<file path="src/design/recovery_pkg.sv">
// Package with the shared constants, offsets and types of the fault recovery unit.
package recovery_pkg;

	// ----------------------------------------------------------------
	// Widths
	// ----------------------------------------------------------------
	localparam int ADDR_W = 8;
	localparam int DATA_W = 32;
	localparam int CAUSE_W = 16;
	localparam int SRC_W = 8;
	localparam int RETRY_W = 8;
	localparam int SEC_W = 16;
	localparam int ATT_W = 16;
	localparam int EV_W = 3;

	// ----------------------------------------------------------------
	// Timing
	// ----------------------------------------------------------------
	localparam int CLK_PERIOD_NS = 4;
	localparam int SECOND_NS = 1000000000;
	localparam int TICK_CYCLES = SECOND_NS / CLK_PERIOD_NS;
	localparam int REFRESH_MINUTES = 5;
	localparam int REFRESH_SECONDS = REFRESH_MINUTES * 60;

	// ----------------------------------------------------------------
	// Register offsets (byte addresses)
	// ----------------------------------------------------------------
	localparam logic [ADDR_W-1:0] CTRL_OFS = 8'h00;
	localparam logic [ADDR_W-1:0] LIMIT_OFS = 8'h04;
	localparam logic [ADDR_W-1:0] MASK_OFS = 8'h08;
	localparam logic [ADDR_W-1:0] FIRST_OFS = 8'h0C;
	localparam logic [ADDR_W-1:0] LATER_OFS = 8'h10;
	localparam logic [ADDR_W-1:0] STATE_OFS = 8'h14;
	localparam logic [ADDR_W-1:0] ATTEMPT_OFS = 8'h18;
	localparam logic [ADDR_W-1:0] IRQ_STAT_OFS = 8'h1C;
	localparam logic [ADDR_W-1:0] IRQ_MASK_OFS = 8'h20;

	// ----------------------------------------------------------------
	// Field positions
	// ----------------------------------------------------------------
	localparam int CTRL_EN_BIT = 0;
	localparam int CTRL_POL_LSB = 1;
	localparam int ST_ACTIVE_BIT = 0;
	localparam int ST_PENDING_BIT = 1;
	localparam int ST_DISABLED_BIT = 2;
	localparam int ST_RETRY_LSB = 8;
	localparam int ST_TIME_LSB = 16;
	localparam int EV_CLEARED = 0;
	localparam int EV_RESTART = 1;
	localparam int EV_DISABLED = 2;

	// ----------------------------------------------------------------
	// Reset values
	// ----------------------------------------------------------------
	localparam logic [RETRY_W-1:0] LIMIT_RST = 8'h05;
	localparam logic [CAUSE_W-1:0] MASK_RST = 16'h0000;
	localparam logic [SEC_W-1:0] FIRST_RST = 16'h000A;
	localparam logic [SEC_W-1:0] LATER_RST = 16'h000A;

	// ----------------------------------------------------------------
	// Types
	// ----------------------------------------------------------------
	typedef enum logic [1:0] {
		CLEAR_ONLY_POLICY = 2'h0,
		RESUME_IF_WAS_RUNNING = 2'h1,
		LAUNCH_ON_RUN_REQUEST = 2'h2
	} recovery_policy_t;

	typedef enum logic [3:0] {
		ST_IDLE = 4'h1,
		ST_WAIT_CLEAR = 4'h2,
		ST_DELAY = 4'h4,
		ST_DISABLED = 4'h8
	} unit_state_t;

	typedef struct packed {
		logic recovery_enable;
		logic [1:0] recovery_policy;
		logic [RETRY_W-1:0] retry_limit;
		logic [CAUSE_W-1:0] fault_select_mask;
		logic [SEC_W-1:0] first_wait_seconds;
		logic [SEC_W-1:0] later_wait_seconds;
	} settings_t;

	typedef struct packed {
		logic [ADDR_W-1:0] addr;
		logic [DATA_W-1:0] wdata;
		logic wr;
		logic rd;
	} bus_req_t;

endpackage

</file>
<file path="src/design/fault_recovery_unit.sv">
// Fault recovery unit: trip clearing, delayed restart and retry accounting for a motor drive.
//
// Local design decisions: the plain strobed port and the address map.
`timescale 1ns/1ns
`default_nettype none

// Summary of operation
// - Recovery runs only while recovery_enable is set; clearing it returns the unit to idle.
// - With policy 0 the trip is cleared once all sources are inactive and the motor never restarts.
// - With resume_if_was_running a restart follows only if the motor ran at the trip and run is on.
// - With launch_on_run_request the motor is started after the trip whenever run is requested.
// - A programmable retry_limit bounds attempts; when used up the unit disables itself.
// - Only trips whose cause is selected in fault_select_mask are acted on; others leave it idle.
// - The first attempt, when retries_left equals retry_limit, waits first_wait_seconds.
// - Later attempts, when retries_left differs from retry_limit, wait later_wait_seconds.
// - The restart delay starts only when every trip source has become inactive.
// - When only clearing and not restarting, both delays are skipped.
// - The number of restart attempts made is counted for monitoring.
// - retries_left reloads from retry_limit after 5 minutes trip-free or a manual trip reset.
// - Under resume_if_was_running, losing run at any time after the trip means clear only.
// - Each attempt decrements retries_left; a selected trip at zero self-disables the unit unless the policy is clear-only.
module fault_recovery_unit #(
	parameter int TICK_CYCLES = recovery_pkg::TICK_CYCLES
) (
	input wire logic clk, // System clock, 250 MHz.
	input wire logic rst_n, // Synchronous reset, active low.
	input wire logic [recovery_pkg::ADDR_W-1:0] reg_addr, // Register byte address.
	input wire logic [recovery_pkg::DATA_W-1:0] reg_wdata, // Register write data.
	input wire logic reg_wr, // Write strobe.
	input wire logic reg_rd, // Read strobe.
	output logic [recovery_pkg::DATA_W-1:0] reg_rdata, // Read data, cycle after reg_rd.
	input wire logic trip_event, // One-cycle pulse when the drive trips.
	input wire logic [recovery_pkg::CAUSE_W-1:0] trip_cause, // Cause bits beside trip_event.
	input wire logic [recovery_pkg::SRC_W-1:0] trip_sources, // Trip sources still active.
	input wire logic motor_running, // Motor was running, sampled at trip_event.
	input wire logic run_request, // Run request from sequencing.
	input wire logic manual_trip_reset, // Pulse: trip reset by other means succeeded.
	output logic trip_clear, // Pulse: reset the trip.
	output logic motor_start, // Pulse: restart the motor.
	output logic recovery_active, // Unit is handling a trip.
	output logic restart_pending, // Restart delay is running.
	output logic self_disabled, // Retries exhausted.
	output logic irq // Level interrupt.
);

	// ----------------------------------------------------------------
	// Register file
	// ----------------------------------------------------------------
	recovery_pkg::settings_t cfg_reg;
	recovery_pkg::bus_req_t req;
	recovery_pkg::unit_state_t state_reg;
	logic [recovery_pkg::EV_W-1:0] irq_stat_reg;
	logic [recovery_pkg::EV_W-1:0] irq_mask_reg;
	logic [recovery_pkg::EV_W-1:0] ev_set;
	logic [recovery_pkg::RETRY_W-1:0] retries_left_reg;
	logic [recovery_pkg::ATT_W-1:0] attempts_reg;
	logic [recovery_pkg::SEC_W-1:0] timer_reg;
	logic [recovery_pkg::DATA_W-1:0] rdata_next;
	logic enable_prev_reg;
	logic was_running_reg;
	logic run_lost_reg;

	assign req.addr = reg_addr;
	assign req.wdata = reg_wdata;
	assign req.wr = reg_wr;
	assign req.rd = reg_rd;

	always_ff @(posedge clk)
	begin
		if (!rst_n)
		begin
			cfg_reg.recovery_enable <= 1'b0;
			cfg_reg.recovery_policy <= recovery_pkg::CLEAR_ONLY_POLICY;
			cfg_reg.retry_limit <= recovery_pkg::LIMIT_RST;
			cfg_reg.fault_select_mask <= recovery_pkg::MASK_RST;
			cfg_reg.first_wait_seconds <= recovery_pkg::FIRST_RST;
			cfg_reg.later_wait_seconds <= recovery_pkg::LATER_RST;
		end
		else if (req.wr)
		begin
			unique case (req.addr)
				recovery_pkg::CTRL_OFS:
				begin
					cfg_reg.recovery_enable <= req.wdata[recovery_pkg::CTRL_EN_BIT];
					cfg_reg.recovery_policy <= req.wdata[recovery_pkg::CTRL_POL_LSB +: 2];
				end
				recovery_pkg::LIMIT_OFS:
					cfg_reg.retry_limit <= req.wdata[recovery_pkg::RETRY_W-1:0];
				recovery_pkg::MASK_OFS:
					cfg_reg.fault_select_mask <= req.wdata[recovery_pkg::CAUSE_W-1:0];
				recovery_pkg::FIRST_OFS:
					cfg_reg.first_wait_seconds <= req.wdata[recovery_pkg::SEC_W-1:0];
				recovery_pkg::LATER_OFS:
					cfg_reg.later_wait_seconds <= req.wdata[recovery_pkg::SEC_W-1:0];
				default:
				begin
				end
			endcase
		end
	end

	// Read data stands only in the cycle after the strobe; unmapped reads return zero.
	always_comb
	begin
		rdata_next = '0;
		unique case (req.addr)
			recovery_pkg::CTRL_OFS:
			begin
				rdata_next[recovery_pkg::CTRL_EN_BIT] = cfg_reg.recovery_enable;
				rdata_next[recovery_pkg::CTRL_POL_LSB +: 2] = cfg_reg.recovery_policy;
			end
			recovery_pkg::LIMIT_OFS:
				rdata_next[recovery_pkg::RETRY_W-1:0] = cfg_reg.retry_limit;
			recovery_pkg::MASK_OFS:
				rdata_next[recovery_pkg::CAUSE_W-1:0] = cfg_reg.fault_select_mask;
			recovery_pkg::FIRST_OFS:
				rdata_next[recovery_pkg::SEC_W-1:0] = cfg_reg.first_wait_seconds;
			recovery_pkg::LATER_OFS:
				rdata_next[recovery_pkg::SEC_W-1:0] = cfg_reg.later_wait_seconds;
			recovery_pkg::STATE_OFS:
			begin
				rdata_next[recovery_pkg::ST_ACTIVE_BIT] = recovery_active;
				rdata_next[recovery_pkg::ST_PENDING_BIT] = restart_pending;
				rdata_next[recovery_pkg::ST_DISABLED_BIT] = self_disabled;
				rdata_next[recovery_pkg::ST_RETRY_LSB +: recovery_pkg::RETRY_W] = retries_left_reg;
				rdata_next[recovery_pkg::ST_TIME_LSB +: recovery_pkg::SEC_W] = timer_reg;
			end
			recovery_pkg::ATTEMPT_OFS:
				rdata_next[recovery_pkg::ATT_W-1:0] = attempts_reg;
			recovery_pkg::IRQ_STAT_OFS:
				rdata_next[recovery_pkg::EV_W-1:0] = irq_stat_reg;
			recovery_pkg::IRQ_MASK_OFS:
				rdata_next[recovery_pkg::EV_W-1:0] = irq_mask_reg;
			default:
				rdata_next = '0;
		endcase
	end

	always_ff @(posedge clk)
	begin
		if (!rst_n)
			reg_rdata <= '0;
		else if (req.rd)
			reg_rdata <= rdata_next;
		else
			reg_rdata <= '0;
	end

	// ----------------------------------------------------------------
	// Interrupts
	// ----------------------------------------------------------------
	// A new event in the same cycle as a write-one-to-clear keeps its bit set.
	always_ff @(posedge clk)
	begin
		if (!rst_n)
		begin
			irq_stat_reg <= '0;
			irq_mask_reg <= '0;
			irq <= 1'b0;
		end
		else
		begin
			if (req.wr && req.addr == recovery_pkg::IRQ_STAT_OFS)
				irq_stat_reg <= (irq_stat_reg & ~req.wdata[recovery_pkg::EV_W-1:0]) | ev_set;
			else
				irq_stat_reg <= irq_stat_reg | ev_set;
			if (req.wr && req.addr == recovery_pkg::IRQ_MASK_OFS)
				irq_mask_reg <= req.wdata[recovery_pkg::EV_W-1:0];
			irq <= |(irq_stat_reg & irq_mask_reg);
		end
	end

	// ----------------------------------------------------------------
	// Second tick
	// ----------------------------------------------------------------
	localparam logic [31:0] TICK_LAST = 32'(TICK_CYCLES - 1);
	logic [31:0] tick_cnt_reg;
	logic tick;
	logic tick_restart;

	// The divider restarts when a delay is loaded so every counted second is whole.
	always_ff @(posedge clk)
	begin
		if (!rst_n || tick_restart)
		begin
			tick_cnt_reg <= '0;
			tick <= 1'b0;
		end
		else if (tick_cnt_reg == TICK_LAST)
		begin
			tick_cnt_reg <= '0;
			tick <= 1'b1;
		end
		else
		begin
			tick_cnt_reg <= tick_cnt_reg + 32'h00000001;
			tick <= 1'b0;
		end
	end

	// ----------------------------------------------------------------
	// Recovery sequencing
	// ----------------------------------------------------------------
	logic sources_clear;
	logic selected_trip;
	logic enable_rise;
	logic restart_wanted;
	logic run_ok;
	logic first_attempt;

	assign sources_clear = ~|trip_sources;
	assign selected_trip = trip_event && |(trip_cause & cfg_reg.fault_select_mask);
	assign enable_rise = cfg_reg.recovery_enable && !enable_prev_reg;
	assign first_attempt = retries_left_reg == cfg_reg.retry_limit;
	assign run_ok = run_request && !run_lost_reg;

	always_comb
	begin
		unique case (cfg_reg.recovery_policy)
			recovery_pkg::RESUME_IF_WAS_RUNNING:
				restart_wanted = was_running_reg && run_ok;
			recovery_pkg::LAUNCH_ON_RUN_REQUEST:
				restart_wanted = run_request;
			default:
				restart_wanted = 1'b0;
		endcase
	end

	assign tick_restart = state_reg == recovery_pkg::ST_WAIT_CLEAR && sources_clear
		&& restart_wanted;

	always_ff @(posedge clk)
	begin
		if (!rst_n)
		begin
			state_reg <= recovery_pkg::ST_IDLE;
			timer_reg <= '0;
			trip_clear <= 1'b0;
			motor_start <= 1'b0;
			ev_set <= '0;
		end
		else
		begin
			trip_clear <= 1'b0;
			motor_start <= 1'b0;
			ev_set <= '0;
			if (!cfg_reg.recovery_enable || manual_trip_reset)
			begin
				state_reg <= recovery_pkg::ST_IDLE;
				timer_reg <= '0;
			end
			else
			begin
				unique case (state_reg)
					recovery_pkg::ST_IDLE:
						if (selected_trip)
						begin
							if (retries_left_reg == '0
								&& cfg_reg.recovery_policy != recovery_pkg::CLEAR_ONLY_POLICY)
							begin
								state_reg <= recovery_pkg::ST_DISABLED;
								ev_set[recovery_pkg::EV_DISABLED] <= 1'b1;
							end
							else
								state_reg <= recovery_pkg::ST_WAIT_CLEAR;
						end
					recovery_pkg::ST_WAIT_CLEAR:
						if (sources_clear)
						begin
							if (restart_wanted)
							begin
								state_reg <= recovery_pkg::ST_DELAY;
								timer_reg <= first_attempt ? cfg_reg.first_wait_seconds
									: cfg_reg.later_wait_seconds;
							end
							else
							begin
								state_reg <= recovery_pkg::ST_IDLE;
								trip_clear <= 1'b1;
								ev_set[recovery_pkg::EV_CLEARED] <= 1'b1;
							end
						end
					recovery_pkg::ST_DELAY:
						if (!sources_clear)
							state_reg <= recovery_pkg::ST_WAIT_CLEAR;
						else if (timer_reg == '0)
						begin
							state_reg <= recovery_pkg::ST_IDLE;
							trip_clear <= 1'b1;
							ev_set[recovery_pkg::EV_CLEARED] <= 1'b1;
							if (restart_wanted)
							begin
								motor_start <= 1'b1;
								ev_set[recovery_pkg::EV_RESTART] <= 1'b1;
							end
						end
						else if (tick)
							timer_reg <= timer_reg - 16'h0001;
					recovery_pkg::ST_DISABLED:
						state_reg <= recovery_pkg::ST_DISABLED;
				endcase
			end
		end
	end

	// Run history since the trip; resume_if_was_running drops to clear-only once run is lost.
	always_ff @(posedge clk)
	begin
		if (!rst_n)
		begin
			was_running_reg <= 1'b0;
			run_lost_reg <= 1'b0;
			enable_prev_reg <= 1'b0;
		end
		else
		begin
			enable_prev_reg <= cfg_reg.recovery_enable;
			if (state_reg == recovery_pkg::ST_IDLE && selected_trip)
			begin
				was_running_reg <= motor_running;
				run_lost_reg <= !run_request;
			end
			else if (!run_request)
				run_lost_reg <= 1'b1;
		end
	end

	// ----------------------------------------------------------------
	// Retry accounting
	// ----------------------------------------------------------------
	localparam logic [8:0] REFRESH_LAST = 9'(recovery_pkg::REFRESH_SECONDS);
	logic [8:0] trip_free_reg;
	logic attempt_now;

	assign attempt_now = state_reg == recovery_pkg::ST_DELAY && cfg_reg.recovery_enable
		&& !manual_trip_reset && sources_clear && timer_reg == '0 && restart_wanted;

	always_ff @(posedge clk)
	begin
		if (!rst_n)
		begin
			retries_left_reg <= recovery_pkg::LIMIT_RST;
			attempts_reg <= '0;
			trip_free_reg <= '0;
		end
		else
		begin
			if (state_reg != recovery_pkg::ST_IDLE || !sources_clear)
				trip_free_reg <= '0;
			else if (tick && trip_free_reg != REFRESH_LAST)
				trip_free_reg <= trip_free_reg + 9'h001;
			if (manual_trip_reset || enable_rise
				|| (trip_free_reg == REFRESH_LAST && state_reg == recovery_pkg::ST_IDLE))
				retries_left_reg <= cfg_reg.retry_limit;
			else if (attempt_now && retries_left_reg != '0)
				retries_left_reg <= retries_left_reg - 8'h01;
			if (attempt_now)
				attempts_reg <= attempts_reg + 16'h0001;
		end
	end

	// ----------------------------------------------------------------
	// Indicators
	// ----------------------------------------------------------------
	always_ff @(posedge clk)
	begin
		if (!rst_n)
		begin
			recovery_active <= 1'b0;
			restart_pending <= 1'b0;
			self_disabled <= 1'b0;
		end
		else
		begin
			recovery_active <= state_reg == recovery_pkg::ST_WAIT_CLEAR
				|| state_reg == recovery_pkg::ST_DELAY;
			restart_pending <= state_reg == recovery_pkg::ST_DELAY;
			self_disabled <= state_reg == recovery_pkg::ST_DISABLED;
		end
	end

endmodule

`default_nettype wire

</file>
<file path="config.mk">
export PLATFORM = sky130hd
export DESIGN_NAME = fault_recovery_unit
export DESIGN_NICKNAME = d
export VERILOG_FILES = /design/src/design/recovery_pkg.sv /design/src/design/fault_recovery_unit.sv
export SDC_FILE = /design/constraint.sdc
export NUM_CORES = 1
export LEC_CHECK = 0
export ABC_AREA = 1
export BUFFER_PORTS_ARGS = -buffer_cell sky130_fd_sc_hd__buf_4
export CAP_MARGIN = 30
export CORE_UTILIZATION = 50
export CTS_BUF_LIST = sky130_fd_sc_hd__clkbuf_16
export DETAILED_ROUTE_END_ITERATION = 7
export GPL_TIMING_DRIVEN = 1
export HOLD_SLACK_MARGIN = 0.06
export PLACE_DENSITY_LB_ADDON = 0.08
export REMOVE_ABC_BUFFERS = 1
export SYNTH_ARGS = -nofsm -noshare
export SYNTH_HDL_FRONTEND = slang
export SYNTH_SLANG_ARGS = --single-unit
</file>
<file path="constraint.sdc">
create_clock -name clk -period 3.4 [get_ports clk]
set_input_delay 0.51 -clock clk [delete_from_list [all_inputs] [get_ports clk]]
set_output_delay 0.51 -clock clk [all_outputs]
set_load 0.1 [all_outputs]
</file>
==> impl_metrics.ini <==
[outcome]
status = finished clean

[pwr]
swShare = 0.234
p_sw_mw = 1.07
p_leak_nw = 4.65
power_frac_seq = 0.498
ir_worst_vdd_mv = 0.372
p_per_area_nw_per_um2 = 403
clkPwrFrac = 0.443
pwr-share-comb = 0.059
p_int_mw = 3.50

[floorplanning]
die_y_um = 143
dieArea_um2 = 20400
row_count = 51
die_w_um = 143
start_util = 0.510
ios = 110
core_area_um2 = 19500

[clock_network]
cts_resized = 0
clockBufferDepth = 2
htree_levels = 4
cts.clk_slew.worst_paths_ns = 0.07
cts.sink_count = 193
post_cts_buffers = 0
cts_buffers = 17
root_buffer = clkbuf_16
clk-insertion-delay-late_ns = 0.44
cts_tree = yes
ctsHoldBuffers = 0

[timing]
fin_crit_ns = 2.34
slew_violations = 0
finalSetupViolations = 0
finalSetupTns_ns = 0
fin_ws_ns = 1.06
max_freq_mhz = 428
slew_headroom = 0.459
fin_skew_ns = 0.0136
hold_viol = 0
worst_pin_slew_ns = 0.809
finalCritPeriodShare = 0.688
fin_hold_ws_ns = 0.273
rsz0062_at_grt = false

[logic_synthesis]
syn_inst = 1458
synth_top_area_cell = dfxtp_1
synth.avg_cell_area_um2 = 6.81
ys_seq_area_frac = 0.389
yosysMostFrequentCell = nand2_1
synth.area.top_cells = dfxtp_1 39%, nand2_1 12%, nor2_1 7.3%
ys.flop_type = dfxtp_1
yosys.cell_types.count = 48
synthTopCellsByCount = 309 x nand2_1, 194 x nor2_1, 193 x dfxtp_1
synth_seq_cells = 193
synth_edf_count = 0
yosysTopAreaCellShare = 0.389
synthesis.area_um2 = 9920
yosys_warnings = 0
ys_async_sr_fraction = 0

[place]
pre_cts_slack_ns = 1.02
place.gp.congestion = 0.903
place_inst = 1783
hpwl_um = 20400
io_buffers = 93

[worst_hold_path]
hold_end = run_lost_reg
hp-class = input port to flop
hold_depth = 2
hold_path_startpoint = run_request

[critical_path]
r2r-start = tick_cnt_reg[0]
path_class = flop to flop
reg2regPathDepth = 8
crit_fanout = 32
rrSetupSlack_ns = 1.06
timing.rr.end = tick_cnt_reg[20]
start_kind = flop
required_ns = 3.69
crit_arrival_ns = 2.62
end_kind = flop

[drt]
drt-initial-drc-count = 788
dr.pass1.iters = 5
ant_nets = 0
post_drt_via_cell_ratio = 5.22
wire_per_inst_um = 15.2
vias = 9460
drc = 0
drt_wl_total_um = 27500

[global_route]
grt_max_degree = 76
grt_overflow = 0
grt_pass1_vias = 8649
antenna_found_initial = 0
grt_usage = 0.281
grt_pass1_wl_um = 44200

[final_layout]
area_delta_synth_final_pct = 14.2
fillCellCount = 1920
fin_nets = 1618
largest_reg_flops = 59
finalNonFillerCells = 1812
fin_util = 0.582
num_antenna_cells = 0
layout-drive-gt1-share = 0.131

[flow_run]
drv_cap = 0
critical path: stages, from the launching register on:
cell	delay [ns]
dfxtp_1	0.38
ha_1	0.25
nand2_1	0.13
nor2_4	0.16
nand2_2	0.11
clkinv_1	0.12
nand4_1	0.21
o21ai_4	0.70
nor2_1	0.12
cells in the final DEF, fill, tap and decap left out, types with 3 or more instances in the layout:
cell / count
nor2_2: 9
or2_2: 6
buf_4: 99
o21ai_1: 9
xnor2_1: 6
o21a_1: 3
nand2_2: 13
nand3b_1: 3
nor4_1: 4
inv_2: 15
a21oi_2: 4
or2_0: 4
nand3_1: 108
inv_1: 181
nand4_1: 18
o211ai_1: 9
nor2_4: 11
o21ai_0: 90
clkinv_4: 3
nor3_2: 3
clkbuf_16: 17
a31oi_1: 4
bufinv_16: 3
inv_6: 3
a21oi_1: 117
xor2_1: 24
nand2_1: 309
clkinv_1: 4
nor3_1: 35
ha_1: 9
nor2_1: 194
dfxtp_1: 193
o22ai_1: 15
cell families (layout without fill, tap and decap cells):
group	Yosys count	count (layout)	share of synthesized area
buffers and inverters	238	327	0.100
AO/OA/AOI/OAI	257	257	0.139
XOR/XNOR	30	30	0.0265
AND/OR/NAND/NOR	731	731	0.333
adder cells (fa/ha/maj)	9	9	0.0113
flip-flops	193	193	0.389
through the flow:
| step | power, mW | area [um2] |
|---|---|---|
| global placement | 2.59 | 10800 |
| global route | 4.72 | 11300 |
| CTS | 4.59 | 11300 |
| detailed placement | 2.60 | 10800 |
| floorplan | 2.46 | 9690 |
| finish | 4.57 | 11300 |
area by class of cell:
type	count	area (um2)	share of cell area
flip-flops and latches	193	3860	0.341
inverters	199	759	0.0670
multi-input cells	1027	5060	0.447
clock buffers	17	425	0.0375
well taps	265	332	0.0293
clock inverters	12	145	0.0128
repair buffers	99	743	0.0656
power by group through the flow:
| stage | sequential (mW) | clock [mW] | combinational [mW] |
|---|---|---|---|
| 2_1_floorplan | 2.33 | 0 | 0.129 |
| 3_3_place_gp | 2.33 | 0 | 0.263 |
| 3_5_place_dp | 2.33 | 0 | 0.265 |
| 4_1_cts | 2.28 | 2.04 | 0.266 |
| 5_1_grt | 2.28 | 2.14 | 0.295 |
| 6_report | 2.28 | 2.02 | 0.268 |
how the worst max path moves through the flow:
stage / from / slack [ns] / endpoint
after CTS: tick_cnt_reg[0] / 1.02 / tick_cnt_reg[20]
after floorplan: reg_addr[6] / 1.22 / cfg_reg[20]
final: tick_cnt_reg[0] / 1.06 / tick_cnt_reg[20]
after global placement: reg_addr[5] / 1.06 / cfg_reg[8]
after detailed placement: reg_addr[1] / 1.02 / cfg_reg[8]
after global routing: tick_cnt_reg[0] / 0.86 / tick_cnt_reg[20]
routing by layer:
layer	up-vias	track usage	share of wire
met1	4250	0.383	0.47
met2	320	0.444	0.44
met4	0	0.0968	0.022
met5	-	0	0
met3	39	0.0523	0.071
li1	4851	-	-
Note: power is estimated with default switching activity, not from simulation.
